<file path="config.mk">
export PLATFORM = sky130hd
export DESIGN_NAME = eee_pcs_status_regs
export DESIGN_NICKNAME = d
export VERILOG_FILES = /design/src/core/eee_regs_pkg.sv /design/src/core/eee_pcs_status_regs.sv /design/src/core/wake_fault_counter_unit.sv
export VERILOG_INCLUDE_DIRS = /design/src /design/src/core
export SDC_FILE = /design/constraint.sdc
export NUM_CORES = 1
export LEC_CHECK = 0
export BUFFER_PORTS_ARGS = -buffer_cell sky130_fd_sc_hd__buf_4
export CAP_MARGIN = 20
export CORE_ASPECT_RATIO = 1.1
export CORE_UTILIZATION = 30
export CTS_BUF_LIST = sky130_fd_sc_hd__clkbuf_4 sky130_fd_sc_hd__clkbuf_8
export DETAILED_ROUTE_END_ITERATION = 12
export SYNTH_ARGS = -nofsm -noshare
export SYNTH_HDL_FRONTEND = slang
export SYNTH_SLANG_ARGS = --single-unit
</file>
<file path="constraint.sdc">
create_clock -name sys_clk_i -period 2.1 [get_ports sys_clk_i]
set_clock_uncertainty 0.05 [all_clocks]
set_input_delay 0.315 -clock sys_clk_i [delete_from_list [all_inputs] [get_ports sys_clk_i]]
set_output_delay 0.315 -clock sys_clk_i [all_outputs]
set_load 0.05 [all_outputs]
</file>
<file path="src/core/eee_regs_defines.svh">
// Offsets, field positions and reset values of the EEE status registers.
// Assumes inclusion by the register bank and the wake-fault counter only.
`ifndef EEE_REGS_DEFINES_SVH
`define EEE_REGS_DEFINES_SVH

`define ADDR_PCS_CONTROL        16'h3000
`define ADDR_PCS_LPI_STATUS     16'h3001
`define ADDR_EEE_SPEED_CAP      16'h3014
`define ADDR_WAKE_FAULT_CNT     16'h3016
`define ADDR_EEE_LOCAL_ADV      16'h703C
`define ADDR_EEE_PARTNER_ABIL   16'h703D
`define ADDR_EEE_VENDOR_CFG     16'h04D1

`define BIT_PCS_RESET           15
`define BIT_TX_LPI_SEEN         11
`define BIT_RX_LPI_SEEN         10
`define BIT_TX_LPI_NOW          9
`define BIT_RX_LPI_NOW          8
`define BIT_TX_CLK_STOPPABLE    6
`define BIT_CAP_1000            2
`define BIT_CAP_100             1
`define BIT_ADV_100             1
`define BIT_PARTNER_100         1
`define BIT_EEE_ENABLE          0

`define RST_TX_CLK_STOPPABLE    1'b1
`define RST_CAP_100             1'b1
`define RST_CAP_1000            1'b0
`define RST_ADV_100             1'b1
`define RST_EEE_ENABLE          1'b1
`define RST_WAKE_COUNT          16'h0000
`define WAKE_COUNT_FULL         16'hFFFF

`endif

</file>
<file path="src/core/eee_regs_pkg.sv">
// Types shared by the EEE status register bank.
// Assumes the defines header sits beside it.
`default_nettype none
package eee_regs_pkg;
    typedef struct packed {
        logic [15:0] addr;
        logic [15:0] wdata;
        logic        wr;
        logic        rd;
    } reg_req_type;

    typedef struct packed {
        logic tx_lpi_now;
        logic rx_lpi_now;
        logic wake_fault;
        logic partner_adv_valid;
        logic partner_adv_100;
    } pcs_events_type;
endpackage
`default_nettype wire

</file>
<file path="src/core/eee_pcs_status_regs.sv">
// EEE status, capability, counter and advertisement register bank.
// Assumes PCS status inputs come from logic on sys_clk_i; strap is a pin.
`default_nettype none
`include "eee_regs_defines.svh"

// Notes on behaviour
// - TX LPI seen bit latches high
// - RX LPI seen bit latches high
// - TX LPI now bit is live
// - RX LPI now bit is live
// - TX clock stoppable reads one
// - Capability: 100 supported, 1000 not
// - Wake faults increment the counter
// - Reading the counter clears it
// - Counter saturates at all ones
// - PCS soft reset clears counter
// - Writable advertise bit, strap-loaded default one
// - Partner ability bit, resets zero
// - Self-clearing PCS reset clears EEE spaces
// - Vendor enable off ignores EEE registers
module eee_pcs_status_regs
    import eee_regs_pkg::*;
(
    input  wire logic        sys_clk_i,
    input  wire logic        resetn_i,
    input  wire logic [15:0] addr_i,
    input  wire logic [15:0] wdata_i,
    input  wire logic        wr_i,
    input  wire logic        rd_i,
    output logic      [15:0] rdata_o,
    input  wire logic        tx_lpi_now_i,
    input  wire logic        rx_lpi_now_i,
    input  wire logic        wake_fault_i,
    input  wire logic        partner_adv_valid_i,
    input  wire logic        partner_adv_100_i,
    input  wire logic        adv_strap_i,
    output logic             eee_negotiate_100_o
);
    reg_req_type    req;
    pcs_events_type ev;
    assign req = '{addr: addr_i, wdata: wdata_i, wr: wr_i, rd: rd_i};
    assign ev  = '{tx_lpi_now: tx_lpi_now_i, rx_lpi_now: rx_lpi_now_i,
                   wake_fault: wake_fault_i,
                   partner_adv_valid: partner_adv_valid_i,
                   partner_adv_100: partner_adv_100_i};

    function automatic logic hit(input logic [15:0] a,
                                 input logic [15:0] off);
        hit = (a == off);
    endfunction

    function automatic logic wr_hit(input reg_req_type r,
                                    input logic [15:0] off);
        wr_hit = r.wr && hit(r.addr, off);
    endfunction

    // Strap passes two flops before use; it is loaded once, never tracked
    logic       strap_meta_reg;
    logic       strap_meta_next;
    logic       strap_sync_reg;
    logic       strap_sync_next;
    logic [1:0] settle_reg;
    logic [1:0] settle_next;
    logic       strap_loaded_reg;
    logic       strap_loaded_next;
    logic       strap_take;

    logic        tx_seen_reg;
    logic        tx_seen_next;
    logic        rx_seen_reg;
    logic        rx_seen_next;
    logic        adv_reg;
    logic        adv_next;
    logic        partner_reg;
    logic        partner_next;
    logic        enable_reg;
    logic        enable_next;
    logic        soft_reset;
    logic [15:0] rdata_reg;
    logic [15:0] rdata_next;
    logic [15:0] wake_count;
    logic        wake_read;

    // PCS reset bit self-clears: the write pulse itself is the reset
    assign soft_reset = wr_hit(req, `ADDR_PCS_CONTROL)
                        && req.wdata[`BIT_PCS_RESET];
    // Load only once the synchroniser holds the pin's own value
    assign strap_take = settle_reg[1] && !strap_loaded_reg;
    assign wake_read  = req.rd && hit(req.addr, `ADDR_WAKE_FAULT_CNT);

    wake_fault_counter_unit counter_inst (
        .sys_clk_i    (sys_clk_i),
        .resetn_i     (resetn_i),
        .fault_i      (ev.wake_fault),
        .read_clear_i (wake_read),
        .soft_reset_i (soft_reset),
        .count_o      (wake_count)
    );

    always_comb begin
        tx_seen_next = tx_seen_reg | ev.tx_lpi_now;
        rx_seen_next = rx_seen_reg | ev.rx_lpi_now;
        adv_next     = adv_reg;
        partner_next = partner_reg;
        enable_next  = enable_reg;
        if (strap_take) begin
            adv_next = strap_sync_reg;
        end
        if (ev.partner_adv_valid) begin
            partner_next = ev.partner_adv_100;
        end
        if (wr_hit(req, `ADDR_EEE_LOCAL_ADV)) begin
            adv_next = req.wdata[`BIT_ADV_100];
        end
        if (wr_hit(req, `ADDR_EEE_VENDOR_CFG)) begin
            enable_next = req.wdata[`BIT_EEE_ENABLE];
        end
        if (soft_reset) begin
            // Vendor enable is outside the cleared spaces; an event in
            // the reset cycle still lands, so none is lost
            tx_seen_next = ev.tx_lpi_now;
            rx_seen_next = ev.rx_lpi_now;
            adv_next     = `RST_ADV_100;
            partner_next = ev.partner_adv_valid & ev.partner_adv_100;
        end
    end

    always_comb begin
        rdata_next = 16'h0000;
        if (req.rd) begin
            unique case (req.addr)
                `ADDR_PCS_LPI_STATUS: begin
                    rdata_next[`BIT_TX_LPI_SEEN] = tx_seen_reg;
                    rdata_next[`BIT_RX_LPI_SEEN] = rx_seen_reg;
                    rdata_next[`BIT_TX_LPI_NOW]  = ev.tx_lpi_now;
                    rdata_next[`BIT_RX_LPI_NOW]  = ev.rx_lpi_now;
                    rdata_next[`BIT_TX_CLK_STOPPABLE] =
                        `RST_TX_CLK_STOPPABLE;
                end
                `ADDR_EEE_SPEED_CAP: begin
                    rdata_next[`BIT_CAP_100]  = `RST_CAP_100;
                    rdata_next[`BIT_CAP_1000] = `RST_CAP_1000;
                end
                `ADDR_WAKE_FAULT_CNT: rdata_next = wake_count;
                `ADDR_EEE_LOCAL_ADV: rdata_next[`BIT_ADV_100] = adv_reg;
                `ADDR_EEE_PARTNER_ABIL:
                    rdata_next[`BIT_PARTNER_100] = partner_reg;
                `ADDR_EEE_VENDOR_CFG:
                    rdata_next[`BIT_EEE_ENABLE] = enable_reg;
                default: rdata_next = 16'h0000;
            endcase
        end
    end

    // Strap group: taken on the third edge after release
    always_comb begin
        strap_meta_next   = adv_strap_i;
        strap_sync_next   = strap_meta_reg;
        settle_next       = {settle_reg[0], 1'b1};
        strap_loaded_next = strap_loaded_reg | settle_reg[1];
    end

    always_ff @(posedge sys_clk_i or negedge resetn_i) begin
        if (!resetn_i) begin
            strap_meta_reg   <= 1'b0;
            strap_sync_reg   <= 1'b0;
            settle_reg       <= 2'b00;
            strap_loaded_reg <= 1'b0;
        end else begin
            strap_meta_reg   <= strap_meta_next;
            strap_sync_reg   <= strap_sync_next;
            settle_reg       <= settle_next;
            strap_loaded_reg <= strap_loaded_next;
        end
    end

    // Status group: seen bits, advertise, partner and vendor enable
    always_ff @(posedge sys_clk_i or negedge resetn_i) begin
        if (!resetn_i) begin
            tx_seen_reg      <= 1'b0;
            rx_seen_reg      <= 1'b0;
            adv_reg          <= `RST_ADV_100;
            partner_reg      <= 1'b0;
            enable_reg       <= `RST_EEE_ENABLE;
        end else begin
            tx_seen_reg      <= tx_seen_next;
            rx_seen_reg      <= rx_seen_next;
            adv_reg          <= adv_next;
            partner_reg      <= partner_next;
            enable_reg       <= enable_next;
        end
    end

    // Read data stand one cycle only, so idle cycles read zero
    always_ff @(posedge sys_clk_i or negedge resetn_i) begin
        if (!resetn_i) begin
            rdata_reg <= 16'h0000;
        end else begin
            rdata_reg <= rdata_next;
        end
    end

    assign rdata_o = rdata_reg;
    // Disabled EEE ignores capability, advertisement and partner
    assign eee_negotiate_100_o = enable_reg && adv_reg && partner_reg
                                 && `RST_CAP_100;

    a_tx_seen_sticky: assert property (
        @(posedge sys_clk_i) disable iff (!resetn_i)
        ((tx_seen_reg || tx_lpi_now_i) && !soft_reset) |=> tx_seen_reg)
        else $error("TX LPI seen not latched");
    a_rx_seen_set: assert property (
        @(posedge sys_clk_i) disable iff (!resetn_i)
        (rx_lpi_now_i && !soft_reset) |=> rx_seen_reg)
        else $error("RX LPI seen not latched");
    a_rx_seen_hold: assert property (
        @(posedge sys_clk_i) disable iff (!resetn_i)
        (rx_seen_reg && !soft_reset) |=> rx_seen_reg)
        else $error("RX LPI seen dropped");
    a_live_bits: assert property (
        @(posedge sys_clk_i) disable iff (!resetn_i)
        (rd_i && addr_i == `ADDR_PCS_LPI_STATUS)
        |=> rdata_o[`BIT_TX_LPI_NOW] == $past(tx_lpi_now_i)
            && rdata_o[`BIT_RX_LPI_NOW] == $past(rx_lpi_now_i)
            && rdata_o[`BIT_TX_CLK_STOPPABLE])
        else $error("Live LPI bits wrong");
    a_cap_fixed: assert property (
        @(posedge sys_clk_i) disable iff (!resetn_i)
        (rd_i && addr_i == `ADDR_EEE_SPEED_CAP) |=> rdata_o == 16'h0002)
        else $error("Capability value wrong");
    a_read_clears: assert property (
        @(posedge sys_clk_i) disable iff (!resetn_i)
        (wake_read && !wake_fault_i && !soft_reset)
        |=> wake_count == 16'h0000)
        else $error("Counter not cleared by read");
    a_adv_write: assert property (
        @(posedge sys_clk_i) disable iff (!resetn_i)
        (wr_i && addr_i == `ADDR_EEE_LOCAL_ADV && !soft_reset)
        |=> adv_reg == $past(wdata_i[`BIT_ADV_100]))
        else $error("Advertise write lost");
    a_soft_reset_spaces: assert property (
        @(posedge sys_clk_i) disable iff (!resetn_i)
        soft_reset |=> tx_seen_reg == $past(tx_lpi_now_i)
                       && rx_seen_reg == $past(rx_lpi_now_i)
                       && partner_reg == $past(partner_adv_valid_i
                                               && partner_adv_100_i)
                       && adv_reg)
        else $error("Soft reset incomplete");
    a_disable_gates: assert property (
        @(posedge sys_clk_i) disable iff (!resetn_i)
        !enable_reg |-> !eee_negotiate_100_o)
        else $error("Disabled EEE still negotiates");
    a_ro_write_ignored: assert property (
        @(posedge sys_clk_i) disable iff (!resetn_i)
        (wr_i && addr_i == `ADDR_EEE_PARTNER_ABIL && !partner_adv_valid_i
         && !soft_reset) |=> $stable(partner_reg))
        else $error("Read-only write took effect");
    a_partner_update: assert property (
        @(posedge sys_clk_i) disable iff (!resetn_i)
        (partner_adv_valid_i && !soft_reset)
        |=> partner_reg == $past(partner_adv_100_i))
        else $error("Partner bit not updated");


    // Reads: reserved bits, idle data and the count hand-over; then vendor enable, strap load and advertise hold
    a_status_reserved: assert property (
        @(posedge sys_clk_i) disable iff (!resetn_i)
        (rd_i && addr_i == `ADDR_PCS_LPI_STATUS)
        |=> (rdata_o & 16'hF0BF) == 16'h0000)
        else $error("Status reserved bits set");
    a_reserved_zero: assert property (
        @(posedge sys_clk_i) disable iff (!resetn_i)
        (rd_i && (addr_i == `ADDR_EEE_LOCAL_ADV
                  || addr_i == `ADDR_EEE_PARTNER_ABIL))
        |=> rdata_o[15:2] == 14'h0000 && !rdata_o[0])
        else $error("Reserved bits set");
    a_rdata_idle: assert property (
        @(posedge sys_clk_i) disable iff (!resetn_i)
        !rd_i |=> rdata_o == 16'h0000)
        else $error("Read data outside read");
    a_count_read: assert property (
        @(posedge sys_clk_i) disable iff (!resetn_i)
        wake_read |=> rdata_o == $past(wake_count))
        else $error("Counter read value wrong");
    a_vendor_kept: assert property (
        @(posedge sys_clk_i) disable iff (!resetn_i)
        soft_reset |=> enable_reg == $past(enable_reg))
        else $error("Soft reset touched vendor enable");
    a_strap_load: assert property (
        @(posedge sys_clk_i) disable iff (!resetn_i)
        (strap_take && !wr_i) |=> adv_reg == $past(strap_sync_reg))
        else $error("Strap not loaded");
    a_enable_write: assert property (
        @(posedge sys_clk_i) disable iff (!resetn_i)
        (wr_i && addr_i == `ADDR_EEE_VENDOR_CFG)
        |=> enable_reg == $past(wdata_i[`BIT_EEE_ENABLE]))
        else $error("Vendor enable write lost");
    a_adv_kept: assert property (
        @(posedge sys_clk_i) disable iff (!resetn_i)
        (!wr_i && !strap_take) |=> $stable(adv_reg))
        else $error("Advertise bit changed alone");

    c_wake_read: cover property (@(posedge sys_clk_i) wake_read);
    c_soft_reset: cover property (@(posedge sys_clk_i) soft_reset);
    c_negotiate: cover property (@(posedge sys_clk_i) eee_negotiate_100_o);
    c_counter_full: cover property (
        @(posedge sys_clk_i) wake_count == `WAKE_COUNT_FULL);
    c_strap_low: cover property (
        @(posedge sys_clk_i) strap_take && !strap_sync_reg);
endmodule // eee_pcs_status_regs
`default_nettype wire

</file>
<file path="src/core/wake_fault_counter_unit.sv">
// Saturating wake-fault counter, cleared by read and by PCS soft reset.
// Assumes fault, read and clear strobes on sys_clk_i.
`default_nettype none
`include "eee_regs_defines.svh"
module wake_fault_counter_unit (
    input  wire logic        sys_clk_i,
    input  wire logic        resetn_i,
    input  wire logic        fault_i,
    input  wire logic        read_clear_i,
    input  wire logic        soft_reset_i,
    output logic      [15:0] count_o
);
    logic [15:0] count_reg;
    logic [15:0] count_next;

    always_comb begin
        count_next = count_reg;
        if (soft_reset_i) begin
            // A fault in the reset cycle still counts, so none is lost
            count_next = fault_i ? 16'h0001 : `RST_WAKE_COUNT;
        end else if (read_clear_i) begin
            // A fault in the read cycle still counts, so none is lost
            count_next = fault_i ? 16'h0001 : `RST_WAKE_COUNT;
        end else if (fault_i && count_reg != `WAKE_COUNT_FULL) begin
            count_next = count_reg + 16'h0001;
        end
    end

    always_ff @(posedge sys_clk_i or negedge resetn_i) begin
        if (!resetn_i) begin
            count_reg <= `RST_WAKE_COUNT;
        end else begin
            count_reg <= count_next;
        end
    end

    assign count_o = count_reg;

    a_count_saturates: assert property (
        @(posedge sys_clk_i) disable iff (!resetn_i)
        (count_reg == `WAKE_COUNT_FULL && fault_i && !read_clear_i
         && !soft_reset_i) |=> count_reg == `WAKE_COUNT_FULL)
        else $error("Wake counter wrapped");
    a_count_increments: assert property (
        @(posedge sys_clk_i) disable iff (!resetn_i)
        (fault_i && !read_clear_i && !soft_reset_i
         && count_reg != `WAKE_COUNT_FULL)
        |=> count_reg == $past(count_reg) + 16'h0001)
        else $error("Wake counter missed a fault");
    a_soft_clears: assert property (
        @(posedge sys_clk_i) disable iff (!resetn_i)
        soft_reset_i |=> count_reg == {15'h0000, $past(fault_i)})
        else $error("Soft reset left count");
endmodule // wake_fault_counter_unit
`default_nettype wire

</file>
==> reports/metrics.csv <==
metric,value,unit
period_needed,1.739,ns
postSynthCellCount,173,
r2r_slack,0.36,ns
ir_drop,0.0002713,V
final_util,0.4060,
synthArstFlopShare,1.000,
required,2.25,ns
post_cts_resized,0,
drt_pass1_iterations,4,
r2r-end,counter_inst.count_o[14],
timing.rr.start,counter_inst.count_o[0],
ys_ff_latch,42,
crit_chain,ha_1 -> nand3_1 -> nor3_2 -> and4_1 -> nor2_1 -> a211oi_1,
fill_cells,639,
final_hold_viol_count,0,
htree_levels,2,
port_buffers,45,
post_drt_wl_per_cell,13.05,microns
grt_max_degree,43,
setup_viol,0,
vias,1513,
hold_start,adv_strap_i,
crit_slowest_cell,dfrtp_1,
worst_hold_slack,0.07601,ns
core_region_area,0.006231,sq mm
start_kind,flip-flop,
ys.warnings.count,0,
status,completed,
grt_overflow,0,
cts_tree,built,
drt_wl_total,4059,microns
syn_area_per_cell,11.33,sq um
row_count,30,
whs_path_depth,1,
seqCellArea,0.001054,sq mm
fin_setup_tns,0,ns
synth_edf_count,0,
grt.total_usage,0.1366,
antenna_left,0,
clkTransAtPathRegs,0.08,ns
leakage,1.170,nW
synth_top_area_frac,0.5105,
fin_area,0.002530,sq mm
root_buffer,clkbuf_8,
endpoint_kind,flip-flop,
ios,59,
crit_type,reg2reg,
worstPathMaxFanout,5,
drv_slew,0,
cts_buffers,5,
clock-sinks,42,
ys_types,48,
antenna_found_initial,0,
drtIter0Drc,81,
dp_cells,302,
fin_nets,273,
drc,0,
initial_core_util,0.3147,
drive_gt1_frac,0.3420,
rsz0062_at_grt,false,
arrival,1.89,ns
viasPerCell,4.865,
synth.most_common_cell,dfrtp_1,
min_path_type,in2reg,
gp_congestion,0.8377,
finalCritPeriodShare,0.8282,
tightestPinTransition,0.5223,ns
insertion_delay,0.29,ns
ys_seq_area_frac,0.5373,
hpwl,2954,microns
slew_headroom,0.6518,
synthTopCellsByArea,"dfrtp_1, nand4_1, xor2_1",
synth_nets,216,
synthesis.area,0.001961,sq mm
power_density,673.4,mW/mm^2
synth_common_cells,"dfrtp_1, nor2_1, nand2_1, nand4_1, nor3_1",
fp.dieW,79.08,microns
syn2layout_area_growth,29.04,%
cts.path.max_buffers,2,
grt_pass1_wl,7162,microns
max_stage_delay,0.42,ns
reg2reg_depth,6,
fmax,575.0,MHz
die-area,0.006863,sq mm
first_global_vias,1515,
ys.flop_type,dfrtp_1,
yosysTopAreaCell,dfrtp_1,
diodes,0,
die_y,86.79,microns
dpl_cell_area,0.002425,sq mm
maxCapViolCount,0,
multiInputGateArea,880.8,sq um
finalNonFillerCells,311,
holdPathEnd,strap_meta_reg,
[placed cells by master, fill, tap and decap left out, types with 2 or more instances in the layout]
cell,instances
dfstp_2,2
a21o_1,3
and2_1,8
nor3_1,9
or2_2,3
a22o_1,3
mux2i_1,3
inv_1,2
nand2_1,14
xnor2_1,3
dfrtp_1,40
buf_4,51
nand3_1,5
nor2_1,16
clkbuf_8,6
nand4_4,2
and3_1,2
o21ai_0,3
xor2_1,7
nor2_2,2
and4_1,2
nor4_1,2
nor2b_1,5
nand4_1,10
a21oi_1,2
[layer usage]
layer  routed length [microns]  GRT usage  share of wire  up-vias
met5                         0          0              0        -
met4                        69    0.05455          0.017        0
met3                       167    0.03263          0.041        5
met2                      1952     0.2202           0.48       37
met1                      1870     0.1763           0.46      731
li1                          -          -              -      740
[through the flow]
stage,total power [mW],worst slack (ns)
2_1_floorplan,1.072,0.5703
5_1_grt,1.802,0.2017
3_5_place_dp,1.182,0.1682
6_report,1.704,0.3608
4_1_cts,1.727,0.3447
3_3_place_gp,1.178,0.1988
[how the worst max path moves through the flow]
stage | start | slack [ns] | end | cells after the start
3_3_place_gp | addr_i[5] | 0.20 | counter_inst.count_o[12] | 6
5_1_grt | counter_inst.count_o[12] | 0.20 | counter_inst.count_o[5] | 6
2_1_floorplan | counter_inst.count_o[0] | 0.57 | counter_inst.count_o[9] | 6
6_report | counter_inst.count_o[0] | 0.36 | counter_inst.count_o[14] | 6
3_5_place_dp | addr_i[9] | 0.17 | counter_inst.count_o[8] | 6
4_1_cts | counter_inst.count_o[0] | 0.34 | counter_inst.count_o[14] | 6
[report_power, final]
| group | switching [mW] | internal [mW] |
|---|---|---|
| sequential | 0.0857 | 0.871 |
| clock | 0.260 | 0.278 |
| combinational | 0.106 | 0.103 |
[final cells by class]
| class | count | area share |
|---|---|---|
| sequential | 42 | 0.4164 |
| multi-input combinational | 127 | 0.3482 |
| timing repair buffer | 52 | 0.1553 |
| tap | 80 | 0.03956 |
| clock buffer | 7 | 0.03561 |
| inverter | 2 | 0.002967 |
| clock inverter | 1 | 0.001978 |
[worst max-delay path, delay by kind of cell, from the launching register on]
kind            cells  cell delay [ns]
compound gates      1             0.20
fa+ha+maj           1             0.21
flops               1             0.42
simple gates        4             0.77
[cells by family (layout without fill, tap and decap cells)]
family | count (synthesis) | count (layout) | share of synthesized area
flops | 42 | 42 | 0.5373
other cells | 1 | 1 | 0.001913
buf+inv | 4 | 62 | 0.01340
simple gates | 90 | 90 | 0.2833
compound gates | 21 | 21 | 0.09190
fa+ha+maj | 1 | 1 | 0.006381
xor+xnor | 10 | 10 | 0.04467
mux | 4 | 4 | 0.02106
[timing repair]
item                                   4_1_cts  5_1_grt
endpoints found under the hold margin       40        0
hold buffers                                 1        0
setup buffers                                0        0
Power figures use the tool's default switching activity.
